**src/rtl/prot_pkg.sv**
```systemverilog
// constants for the charger input protection sequencer
// assumes a 100 MHz internal clock
package prot_pkg;
  localparam int unsigned CLK_MHZ            = 100;
  localparam int unsigned SETTLE_US          = 10;
  localparam int unsigned OV_REC_US          = 10;
  localparam int unsigned OC_BLANK_US        = 5;
  localparam int unsigned OC_OFF_US          = 20;
  localparam int unsigned SOFT_RAMP_US       = 2;
  localparam int unsigned SETTLE_CYC         = SETTLE_US * CLK_MHZ;
  localparam int unsigned OV_REC_CYC         = OV_REC_US * CLK_MHZ;
  localparam int unsigned OC_BLANK_CYC       = OC_BLANK_US * CLK_MHZ;
  localparam int unsigned OC_OFF_CYC         = OC_OFF_US * CLK_MHZ;
  localparam int unsigned SOFT_RAMP_CYC      = SOFT_RAMP_US * CLK_MHZ;
  localparam int unsigned TMR_W              = 16;
  localparam int unsigned EVT_W              = 4;
  localparam logic [3:0]  EVT_LIMIT          = 4'hF;
  localparam logic [3:0]  EVT_RESET          = 4'h0;
  localparam int unsigned SYNC_W             = 5;
  localparam int unsigned GATE_W             = 8;
  localparam logic [7:0]  GATE_FULL          = 8'hFF;
  localparam logic [7:0]  GATE_OFF           = 8'h00;
  // gray coded along power-up path
  typedef enum logic [2:0] {
    ST_DOWN   = 3'b000,
    ST_SETTLE = 3'b001,
    ST_ON     = 3'b011,
    ST_BLANK  = 3'b010,
    ST_PROT   = 3'b110,
    ST_LOCK   = 3'b111,
    ST_DIS    = 3'b101
  } seq_state_t;
endpackage

```
**src/rtl/flag_sync.sv**
```systemverilog
// two-stage synchroniser bank for comparator flags
// assumes flags are level signals
`timescale 1ns/1ps
`default_nettype none
module flag_sync
  import prot_pkg::*;
(
  input  wire logic              i_clk,
  input  wire logic              i_rstn,
  input  wire logic [SYNC_W-1:0] i_async,
  output logic      [SYNC_W-1:0] o_sync
);
  logic [SYNC_W-1:0] meta_r;
  logic [SYNC_W-1:0] sync_r;
  genvar g;
  generate
    for (g = 0; g < SYNC_W; g++)
    begin : g_bit
      always_ff @(posedge i_clk or negedge i_rstn)
      begin
        if (!i_rstn)
        begin
          meta_r[g] <= 1'b0;
          sync_r[g] <= 1'b0;
        end
        else
        begin
          meta_r[g] <= i_async[g];
          sync_r[g] <= meta_r[g];
        end
      end
    end
  endgenerate
  assign o_sync = sync_r;
endmodule
`default_nettype wire

```
**src/rtl/charger_input_protection_fsm.sv**
```systemverilog
// protection sequencer: pass switch gate, fault timers, event counters
// assumes i_rstn is the undervoltage lockout power-on reset, comparators external
// Behaviour
// - below lockout: switch off, alert released
// - lockout release resets counters and state
// - wait settle, switch on if safe
// - switch on with soft-start ramp
// - overvolt at settle end: stay off until overvolt clears and recovery delay ends
// - overvolt: switch off fast, alert low
// - overvolt clears: on after recovery delay
// - overcurrent: limit and start blank timer
// - blank expires: off for off-time, retry
// - fifteen overcurrent trips latch switch off
// - enable cycle or power cycle clears counters
// - overcurrent shutdown uses soft-stop
// - battery overvolt: switch off, alert low
// - battery below hysteresis: switch back on
// - fifteen battery overvolt events latch off
// - battery overvolt uses soft-stop
// - overtemperature: off, back on below release
// - enable high turns switch off
// - undriven enable defaults to enabled
// - alert released when safe or disabled
// - enabled: alert low on any fault, but only on hard faults during settle
// - enable input is active low
// - alert is open-drain, pulls low only
`timescale 1ns/1ps
`default_nettype none
module charger_input_protection_fsm
  import prot_pkg::*;
(
  input  wire logic              i_clk,
  input  wire logic              i_rstn,
  input  wire logic              i_input_overvolt,
  input  wire logic              i_overcurrent,
  input  wire logic              i_battery_overvolt,
  input  wire logic              i_overtemp,
  input  wire logic              i_chip_en_n,
  output logic                   o_pass_switch_on,
  output logic      [GATE_W-1:0] o_pass_switch_gate,
  output logic                   o_soft_start,
  output logic                   o_soft_stop,
  output logic                   o_current_limit,
  output logic                   o_alert_n_out,
  output logic                   o_alert_n_oe,
  output logic      [EVT_W-1:0]  o_oc_count,
  output logic      [EVT_W-1:0]  o_bov_count
);
  // ****************************************
  // input synchronisation
  // ****************************************
  logic [SYNC_W-1:0] flags_s;
  logic              ovp;
  logic              overcurrent_trip;
  logic              bov;
  logic              otp;
  logic              dis;

  flag_sync u_sync (
    .i_clk   (i_clk),
    .i_rstn  (i_rstn),
    .i_async ({i_chip_en_n, i_overtemp, i_battery_overvolt, i_overcurrent,
               i_input_overvolt}),
    .o_sync  (flags_s)
  );

  assign ovp = flags_s[0];
  assign overcurrent_trip = flags_s[1];
  assign bov = flags_s[2];
  assign otp = flags_s[3];
  // floating pin pulled down externally, so low means enabled
  assign dis = flags_s[4];

  // ****************************************
  // state registers
  // ****************************************
  seq_state_t        state_r;
  seq_state_t        state_nxt;
  logic [TMR_W-1:0]  tmr_r;
  logic [TMR_W-1:0]  tmr_nxt;
  logic [EVT_W-1:0]  oc_cnt_r;
  logic [EVT_W-1:0]  oc_cnt_nxt;
  logic [EVT_W-1:0]  bov_cnt_r;
  logic [EVT_W-1:0]  bov_cnt_nxt;
  logic              bov_prev_r;
  logic              ovp_seen_r;
  logic              ovp_seen_nxt;
  logic              oc_trip_r;
  logic              oc_trip_nxt;
  logic [GATE_W-1:0] gate_r;
  logic [GATE_W-1:0] gate_nxt;
  logic              alert_r;
  logic              cl_r;
  logic [1:0]        ramp_div_r;

  // ****************************************
  // decode
  // ****************************************
  logic tmr_done;
  logic bov_rise;
  logic hard_fault;
  logic oc_full;
  logic bov_full;
  logic any_fault;
  logic latched;
  logic want_on;
  logic fast_off;
  logic soft_off;
  logic gate_step;
  logic alert_nxt;

  assign tmr_done   = (tmr_r == '0);
  assign bov_rise   = bov && !bov_prev_r;
  assign hard_fault = ovp || bov || otp;
  assign oc_full    = (oc_cnt_r == EVT_LIMIT);
  assign bov_full   = (bov_cnt_r == EVT_LIMIT);
  assign latched    = oc_full || bov_full;
  assign any_fault  = hard_fault || overcurrent_trip || latched
                      || (state_r == ST_PROT && (ovp_seen_r || oc_trip_r));
  assign want_on    = (state_r == ST_ON) || (state_r == ST_BLANK);
  // overvoltage and temperature cut the gate at once, battery and current ramp
  assign fast_off   = ovp || otp || dis || (state_r == ST_DOWN);
  assign soft_off   = !want_on && !fast_off;
  // free prescaler, so a held fault timer never stalls the ramp
  assign gate_step  = (ramp_div_r == 2'b00);
  assign alert_nxt  = !dis && (state_r != ST_DOWN) && (state_r != ST_SETTLE || hard_fault)
                      && (any_fault || state_r == ST_LOCK);

  // ****************************************
  // sequencer
  // ****************************************
  always_comb
  begin
    state_nxt    = state_r;
    tmr_nxt      = tmr_done ? tmr_r : tmr_r - 1'b1;
    oc_cnt_nxt   = oc_cnt_r;
    bov_cnt_nxt  = bov_cnt_r;
    ovp_seen_nxt = ovp_seen_r;
    oc_trip_nxt  = oc_trip_r;
    if (bov_rise && !dis && !bov_full && state_r != ST_DOWN && state_r != ST_SETTLE)
      bov_cnt_nxt = bov_cnt_r + 1'b1;
    case (state_r)
      ST_DOWN:
      begin
        state_nxt = ST_SETTLE;
        tmr_nxt   = TMR_W'(SETTLE_CYC);
      end
      ST_SETTLE:
      begin
        if (tmr_done)
        begin
          if (ovp)
          begin
            state_nxt    = ST_PROT;
            ovp_seen_nxt = 1'b1;
            tmr_nxt      = TMR_W'(OV_REC_CYC);
          end
          else if (dis)
            state_nxt = ST_DIS;
          else if (!bov && !otp)
            state_nxt = ST_ON;
        end
      end
      ST_ON:
      begin
        if (dis)
          state_nxt = ST_DIS;
        else if (latched)
          state_nxt = ST_LOCK;
        else if (hard_fault)
        begin
          state_nxt    = ST_PROT;
          ovp_seen_nxt = ovp;
          oc_trip_nxt  = 1'b0;
          tmr_nxt      = TMR_W'(OV_REC_CYC);
        end
        else if (overcurrent_trip)
        begin
          state_nxt = ST_BLANK;
          tmr_nxt   = TMR_W'(OC_BLANK_CYC);
        end
      end
      ST_BLANK:
      begin
        if (dis)
          state_nxt = ST_DIS;
        else if (hard_fault)
        begin
          state_nxt    = ST_PROT;
          ovp_seen_nxt = ovp;
          oc_trip_nxt  = 1'b0;
          tmr_nxt      = TMR_W'(OV_REC_CYC);
        end
        else if (!overcurrent_trip)
          state_nxt = ST_ON;
        else if (tmr_done)
        begin
          state_nxt   = ST_PROT;
          oc_trip_nxt = 1'b1;
          tmr_nxt     = TMR_W'(OC_OFF_CYC);
          oc_cnt_nxt  = oc_cnt_r + 1'b1;
        end
      end
      ST_PROT:
      begin
        if (dis)
          state_nxt = ST_DIS;
        else if (latched)
          state_nxt = ST_LOCK;
        else if (ovp)
        begin
          ovp_seen_nxt = 1'b1;
          tmr_nxt      = TMR_W'(OV_REC_CYC);
        end
        else if (bov || otp)
          tmr_nxt = tmr_r;
        else if (tmr_done || (!ovp_seen_r && !oc_trip_r))
        begin
          state_nxt    = ST_ON;
          ovp_seen_nxt = 1'b0;
          oc_trip_nxt  = 1'b0;
        end
      end
      ST_LOCK:
      begin
        if (dis)
          state_nxt = ST_DIS;
      end
      ST_DIS:
      begin
        oc_cnt_nxt   = EVT_RESET;
        bov_cnt_nxt  = EVT_RESET;
        ovp_seen_nxt = 1'b0;
        oc_trip_nxt  = 1'b0;
        if (!dis)
        begin
          state_nxt = ST_PROT;
          tmr_nxt   = '0;
        end
      end
      default:
      begin
        state_nxt = ST_DOWN;
      end
    endcase
  end

  // ****************************************
  // gate ramp
  // ****************************************
  always_comb
  begin
    gate_nxt = gate_r;
    if (fast_off)
      gate_nxt = GATE_OFF;
    else if (want_on && gate_r != GATE_FULL && gate_step)
      gate_nxt = gate_r + 1'b1;
    else if (soft_off && gate_r != GATE_OFF && gate_step)
      gate_nxt = gate_r - 1'b1;
  end

  // ****************************************
  // registers
  // ****************************************
  always_ff @(posedge i_clk or negedge i_rstn)
  begin
    if (!i_rstn)
    begin
      state_r <= ST_DOWN;
      tmr_r   <= '0;
    end
    else
    begin
      state_r <= state_nxt;
      tmr_r   <= tmr_nxt;
    end
  end

  // event counters, cleared by power cycle
  always_ff @(posedge i_clk or negedge i_rstn)
  begin
    if (!i_rstn)
    begin
      oc_cnt_r  <= EVT_RESET;
      bov_cnt_r <= EVT_RESET;
    end
    else
    begin
      oc_cnt_r  <= oc_cnt_nxt;
      bov_cnt_r <= bov_cnt_nxt;
    end
  end

  // fault memory flags
  always_ff @(posedge i_clk or negedge i_rstn)
  begin
    if (!i_rstn)
    begin
      bov_prev_r <= 1'b0;
      ovp_seen_r <= 1'b0;
      oc_trip_r  <= 1'b0;
    end
    else
    begin
      bov_prev_r <= bov;
      ovp_seen_r <= ovp_seen_nxt;
      oc_trip_r  <= oc_trip_nxt;
    end
  end

  // gate ramp, ramp prescaler and pin drivers
  always_ff @(posedge i_clk or negedge i_rstn)
  begin
    if (!i_rstn)
    begin
      gate_r     <= GATE_OFF;
      ramp_div_r <= 2'b00;
      alert_r    <= 1'b0;
      cl_r       <= 1'b0;
    end
    else
    begin
      gate_r     <= gate_nxt;
      ramp_div_r <= ramp_div_r + 2'b01;
      alert_r    <= alert_nxt;
      cl_r       <= (state_nxt == ST_BLANK);
    end
  end

  // ****************************************
  // outputs
  // ****************************************
  assign o_pass_switch_on   = (gate_r != GATE_OFF);
  assign o_pass_switch_gate = gate_r;
  assign o_soft_start       = want_on && (gate_r != GATE_FULL);
  assign o_soft_stop        = soft_off && (gate_r != GATE_OFF);
  assign o_current_limit    = cl_r;
  assign o_alert_n_out      = 1'b0;
  assign o_alert_n_oe       = !alert_r;
  assign o_oc_count         = oc_cnt_r;
  assign o_bov_count        = bov_cnt_r;
endmodule
`default_nettype wire

```
**config.mk**
```make
export PLATFORM = sky130hd
export DESIGN_NAME = charger_input_protection_fsm
export DESIGN_NICKNAME = d
export VERILOG_FILES = /design/src/rtl/prot_pkg.sv /design/src/rtl/flag_sync.sv /design/src/rtl/charger_input_protection_fsm.sv
export SDC_FILE = /design/constraint.sdc
export NUM_CORES = 1
export LEC_CHECK = 0
export CAP_MARGIN = 20
export CELL_PAD_IN_SITES_DETAIL_PLACEMENT = 0
export CELL_PAD_IN_SITES_GLOBAL_PLACEMENT = 1
export CORE_UTILIZATION = 50
export CTS_BUF_LIST = sky130_fd_sc_hd__clkbuf_4
export DETAILED_ROUTE_END_ITERATION = 7
export DONT_BUFFER_PORTS = 1
export PLACE_DENSITY_LB_ADDON = 0.1
export SETUP_SLACK_MARGIN = 0.02
export SLEW_MARGIN = 20
export SYNTH_ARGS = -nofsm -noshare
export SYNTH_HDL_FRONTEND = slang
export SYNTH_SLANG_ARGS = --single-unit
```
**constraint.sdc**
```tcl
create_clock -name i_clk -period 3.1 [get_ports i_clk]
set_input_delay 0 -clock i_clk [delete_from_list [all_inputs] [get_ports i_clk]]
set_output_delay 0 -clock i_clk [all_outputs]
set_load 0.05 [all_outputs]
```
Word-level counts from Yosys, hierarchy flattened
Index checks and enable logic that the tools add are counted.
{ "word_totals": {"mem_bits_rw": 0, "register_bits": 52, "romBits": 0, "word_cells": 181, "mem_count": 0, "inputBits": 7, "latchBits": 0} }
{ "classes": {"n_reduce_logical": 54, "n_bitwise": 0, "multipliers": 0, "add_sub_neg": 6, "magnitude_cmp": 0, "n_shift": 0, "muxes": 70, "eq_ne": 30, "div_mod_pow": 0} }
{ "op_table": {"columns": ["cell", "n"], "rows": [
  ["16-bit two-way mux", 16],
  ["16-bit case mux with 6 select lines", 1],
  ["3-bit two-way mux", 19],
  ["4-bit two-way mux", 6],
  ["8-bit two-way mux", 3],
  ["2-bit inequality test, second input constant", 11],
  ["1-bit two-way mux", 21],
  ["3-bit case mux with 7 select lines", 1],
  ["1-bit logical AND", 16],
  ["16-bit logical NOT", 1],
  ["16-bit by 1-bit subtractor with 16-bit output, second input constant", 1],
  ["1-bit logical OR", 15],
  ["12-bit AND reduction", 1],
  ["1-bit logical NOT", 10],
  ["10-bit AND reduction", 1],
  ["3-bit by 2-bit equality test with 1-bit output, second input constant", 3],
  ["3-bit equality test, second input constant", 3],
  ["4-bit by 1-bit adder with 4-bit output, second input constant", 2],
  ["8-bit by 1-bit adder with 8-bit output, second input constant", 1],
  ["4-bit equality test, second input constant", 2],
  ["8-bit inequality test, second input constant", 1],
  ["4-bit case mux with 2 select lines", 1],
  ["8-bit nonzero test", 1],
  ["8-bit by 1-bit subtractor with 8-bit output, second input constant", 1],
  ["16 further kinds", 22]
]} }

Depth between registers and ports, before layout
{ "depth": {"word_depth": 10, "depth_mapped": 11, "mapped_depth_nobuf": 11} }

Modules after synthesis
From an unflattened synthesis, not the netlist that was laid out.
{ "hier_totals": {"hier_cells": 399, "hier_area_um2": 3382.0} }
{ "by_module_without_submodules": {"columns": ["mod", "area_each_um2", "cells_per_inst", "instances"], "rows": [
  ["charger_input_protection_fsm", 3131.8, 389, 1],
  ["flag_sync", 250.2, 10, 1]
]} }

Worst setup path after synthesis
OpenSTA, ideal clock, no wires.
{ "synth_path": {"path_type": "reg-to-reg", "start": "register gate_r[5], in the netlist o_pass_switch_gate[5]", "end": "register gate_r[6], in the netlist o_pass_switch_gate[6]", "stages_incl_launch_ff": 10, "t_arrival_ps": 2554, "setup_ps": 134, "path_buffers": 0, "path_slack_ps": 413, "cell_sequence": "dfrtp_1 nand4_1 o211ai_1 inv_1 fa_1 nor2b_1 o21ai_0 a21o_1 a211oi_1 o31ai_1"} }
{ "synth_between": {"elab_chain_len": 5} }
{ "synth_lines": {"columns": ["item", "line", "source"], "rows": [
  ["start: declaration", "charger_input_protection_fsm.sv:90", "logic [GATE_W-1:0] gate_r;"],
  ["start signal: assignment", "charger_input_protection_fsm.sv:323", "gate_r <= gate_nxt;"],
  ["branches (longest 5 deep; another with 8-bit by 1-bit subtractor with 8-bit output)", null, null]
]} }
Parallel ways; which one is timed is not known. The select of a mux whose other input is x is not followed.
A chain may end at the register's enable or synchronous reset.

Worst setup path in the final report
{ "layout_path": {"start": "register tmr_r[0]", "end": "register oc_cnt_r[3], in the netlist o_oc_count[3]"} }
{ "layout_between": {"elab_chain_len": 3} }
{ "layout_lines": {"columns": ["item", "line", "source"], "rows": [
  ["start: declaration", "charger_input_protection_fsm.sv:79", "logic [TMR_W-1:0] tmr_r;"],
  ["start signal: assignment", "charger_input_protection_fsm.sv:275", "tmr_r <= tmr_nxt;"],
  ["16-bit logical NOT", "charger_input_protection_fsm.sv:112", "assign tmr_done = (tmr_r == '0);"],
  ["2-bit inequality test (no source line)", null, null],
  ["5-bit AND reduction (no source line)", null, null],
  ["end signal: assignment", "charger_input_protection_fsm.sv:289", "oc_cnt_r <= oc_cnt_nxt;"],
  ["end: declaration", "charger_input_protection_fsm.sv:81", "logic [EVT_W-1:0] oc_cnt_r;"]
]} }
No other way between the ends.

==> key figures <==
Die
  – Site row count: 30
  – Die H: 86.4 um
  – Die width: 86.4 um
  – Core area: 6830 um2
  – Die area: 7460 um2
  – IO Pins: 29
  – Starting Density: 52.1%

Power
  – Pwr dens: 279 nW/um2
  – Internal power: 805 uW
  – Tot Pwr: 1.11 mW
  – NetSw: 302 uW
  – Clk pwr share: 32.0%
  – Leak: 1.62 nW
  – Combinational power share: 5.1%
  – Sw Ratio: 27.3%
  – Reg power frac: 63.0%
  – Peak VDD IR: 0.000299 V

Setup path
  – CP Max Fanout: 8
  – Worst Path Class, Setup: reg -> reg
  – Critical Path RT: 3.45 ns
  – Arr. time, crit path: 3.06 ns
  – Endpoint type of the worst setup path: flip-flop
  – Startpoint Class: flip-flop

STA
  – Final min period: 2.71 ns
  – # setup viols final: 0
  – RSZ-0062 raised after global routing: no
  – Peak Freq: 369 MHz
  – Setup slack after layout: 0.386 ns
  – Rel. slew slack: 40.5%
  – Hold slack: 0.0747 ns
  – Final Cycle Share: 87.5%
  – Worst Max-Slew Pin Slew: 0.889 ns
  – Sum of negative setup slack: 0 ns
  – Clock skew: 0.0266 ns
  – Final Hold Fails: 0
  – Final count of pins violating max slew: 0

Clocking
  – Num CTS Buffers: 5
  – Clock latency on the worst-skew pair: 0.40 ns
  – CTS sink cnt: 52
  – CTS tree: built
  – Root buffer cell: clkbuf_4
  – H-tree Lvls: 2
  – Clock Tree Buf Depth: 2
  – Clock transition at path regs: 0.19 ns

Place
  – Gpl congestion: 0.954
  – Port Buffers: 0
  – Dpl cell area: 3820 um2
  – Place WS: 0.415 ns
  – Dpl hpwl: 7330 um

Yosys
  – Mapped Cells: 426
  – Post-synth top cells: dfrtp_1, nor2_1, nand2_1, a21oi_1, inv_1
  – Most common cell in the netlist: dfrtp_1
  – Top cells by area, synth: dfrtp_1, a21oi_1, ha_1
  – Count of cell types in the netlist: 65
  – EDFF count, synth: 0
  – Synth warn: 0
  – Syn nets: 445
  – Flop and latch count out of synthesis: 52
  – Post-synthesis sequential area ratio: 36.5%
  – Synth area leader: dfrtp_1
  – Cell Area, Synth: 3560 um2
  – Share of the synthesized area in the top cell type: 36.5%
  – Top_reg_cell synth: dfrtp_1
  – Async SR Flop Fraction: 100%
  – Syn_area_per_cell: 8.36 um2

Routing
  – Antenna-violating nets left: 0
  – WL/cell: 18.3 um
  – Vias/cell: 6.49
  – DRC: 0
  – DRT Pass-1 Iters: 6
  – Final wirelength: 10000 um
  – Vias: 3544
  – 1st-iter DRT viols: 520

Global routing
  – Initial antenna violation count: 0
  – Total GRT Usage: 28.6%
  – Global-route wire length before repair: 16700 um
  – Vias in the first global route: 3362
  – Remaining Overflow, GRT: 0
  – Largest net degree at the start of global routing: 53

Cells and area
  – Syn-to-layout area delta: 11.5%
  – Nets: 468
  – Layout cells sized above 1: 10.9%
  – Final Cell Area: 3970 um2
  – N_diodes: 0

Hold path
  – Hold WC Path Type: in -> async

Outcome
  – Outcome: finished, final reports clean

Job
  – Max Cap Violations: 0
-- kinds of logic after synthesis --
family	count (synthesis)	share of synthesized area, %
AOI/OAI and AO/OA	135	25.9
xor gates and xnor gates	7	1.72
adders and majority gates	12	4.43
buffers and inverters	46	5.02
DFF	52	36.5
muxes	3	0.843
other	1	0.105
and+or+nand+nor	170	25.4
-- worst max-delay path, stage by stage (launching register included) --
cell and delay, ns:
dfrtp_1 0.44, inv_1 0.11, ha_1 0.20, or3b_1 0.45, nor4_4 0.42, buf_4 0.23, a31oi_2 0.18, or4_1 0.51
a21oi_1 0.15
-- power groups by stage --
stage          Sequential (mW)  Combinational (mW)  Clock [mW]
2_1_floorplan            0.704              0.0275           0
3_3_place_gp             0.710              0.0333           0
3_5_place_dp             0.710              0.0327           0
4_1_cts                  0.697              0.0565       0.364
5_1_grt                  0.698              0.0623       0.394
6_report                 0.697              0.0561       0.354
-- path summary, 6_finish.rpt --
path	depth (start not counted)	from	slack, ns	endpoint
worst max-delay path	8	tmr_r[0]	0.39	o_oc_count[3]
max in group asynchronous	2	i_rstn	2.77	tmr_r[2]
worst min-delay path	2	i_rstn	0.07	state_r[0]
min in group i_clk	1	i_overtemp	0.16	u_sync.meta_r[3]
worst min register to register	0	u_sync.meta_r[3]	0.37	u_sync.o_sync[3]
worst max register to register	8	tmr_r[0]	0.39	o_oc_count[3]
-- routing by layer --
metal / GRT usage, % / vias up / wire (um)
met4: 12.4 / 0 / 329
met1: 39.2 / 1665 / 4360
met5: 0 / - / 0
li1: - / 1668 / -
met3: 5.14 / 29 / 794
met2: 44.4 / 182 / 4520
-- metrics by stage --
| step | std cells | utilization, % |
|---|---|---|
| 5_1_grt | 546 | 58.1 |
| 3_3_place_gp | 531 | 55.9 |
| 6_report | 546 | 58.1 |
| 4_1_cts | 546 | 58.1 |
| 3_5_place_dp | 531 | 55.9 |
| 2_1_floorplan | 426 | - |
-- repair_timing --
item,CTS,global route
hold endpoints to repair,57,0
gates resized for setup,0,0
hold buffers,7,0
buffers inserted,0,0
-- sequential cells by signal, indices dropped and copies added (netlist names) --
name / count
o_pass_switch_gate: 8
oc_trip_r: 1
u_sync.meta_r: 5
u_sync.o_sync: 5
ovp_seen_r: 1
ramp_div_r: 2
state_r: 3
tmr_r: 16
o_oc_count: 4
bov_prev_r: 1
alert_r: 1
o_bov_count: 4
o_current_limit: 1
-- cell type report --
type,instances,area (um2)
Fill cell,662,2860
Timing Repair Buffer,36,305
Sequential cell,52,1300
Inverter,26,97.6
Clock buffer,5,37.5
Multi-Input combinational cell,328,2080
Clock inverter,3,28.8
Tap cell,96,120
-- cells in the final DEF (no fill, tap or decap), types with 9 or more instances in the layout --
| cell type | netlist | final |
|---|---|---|
| or3_1 | 9 | 9 |
| ha_1 | 11 | 11 |
| a21oi_1 | 28 | 28 |
| nor4_1 | 10 | 10 |
| a211oi_1 | 12 | 12 |
| nand2_1 | 29 | 29 |
| nand3_1 | 16 | 16 |
| inv_1 | 26 | 26 |
| o21ai_0 | 23 | 23 |
| nor2_1 | 35 | 35 |
| buf_4 | 1 | 29 |
| dfrtp_1 | 52 | 52 |
| nor3_1 | 21 | 21 |
(Power assumes the default switching activity.)
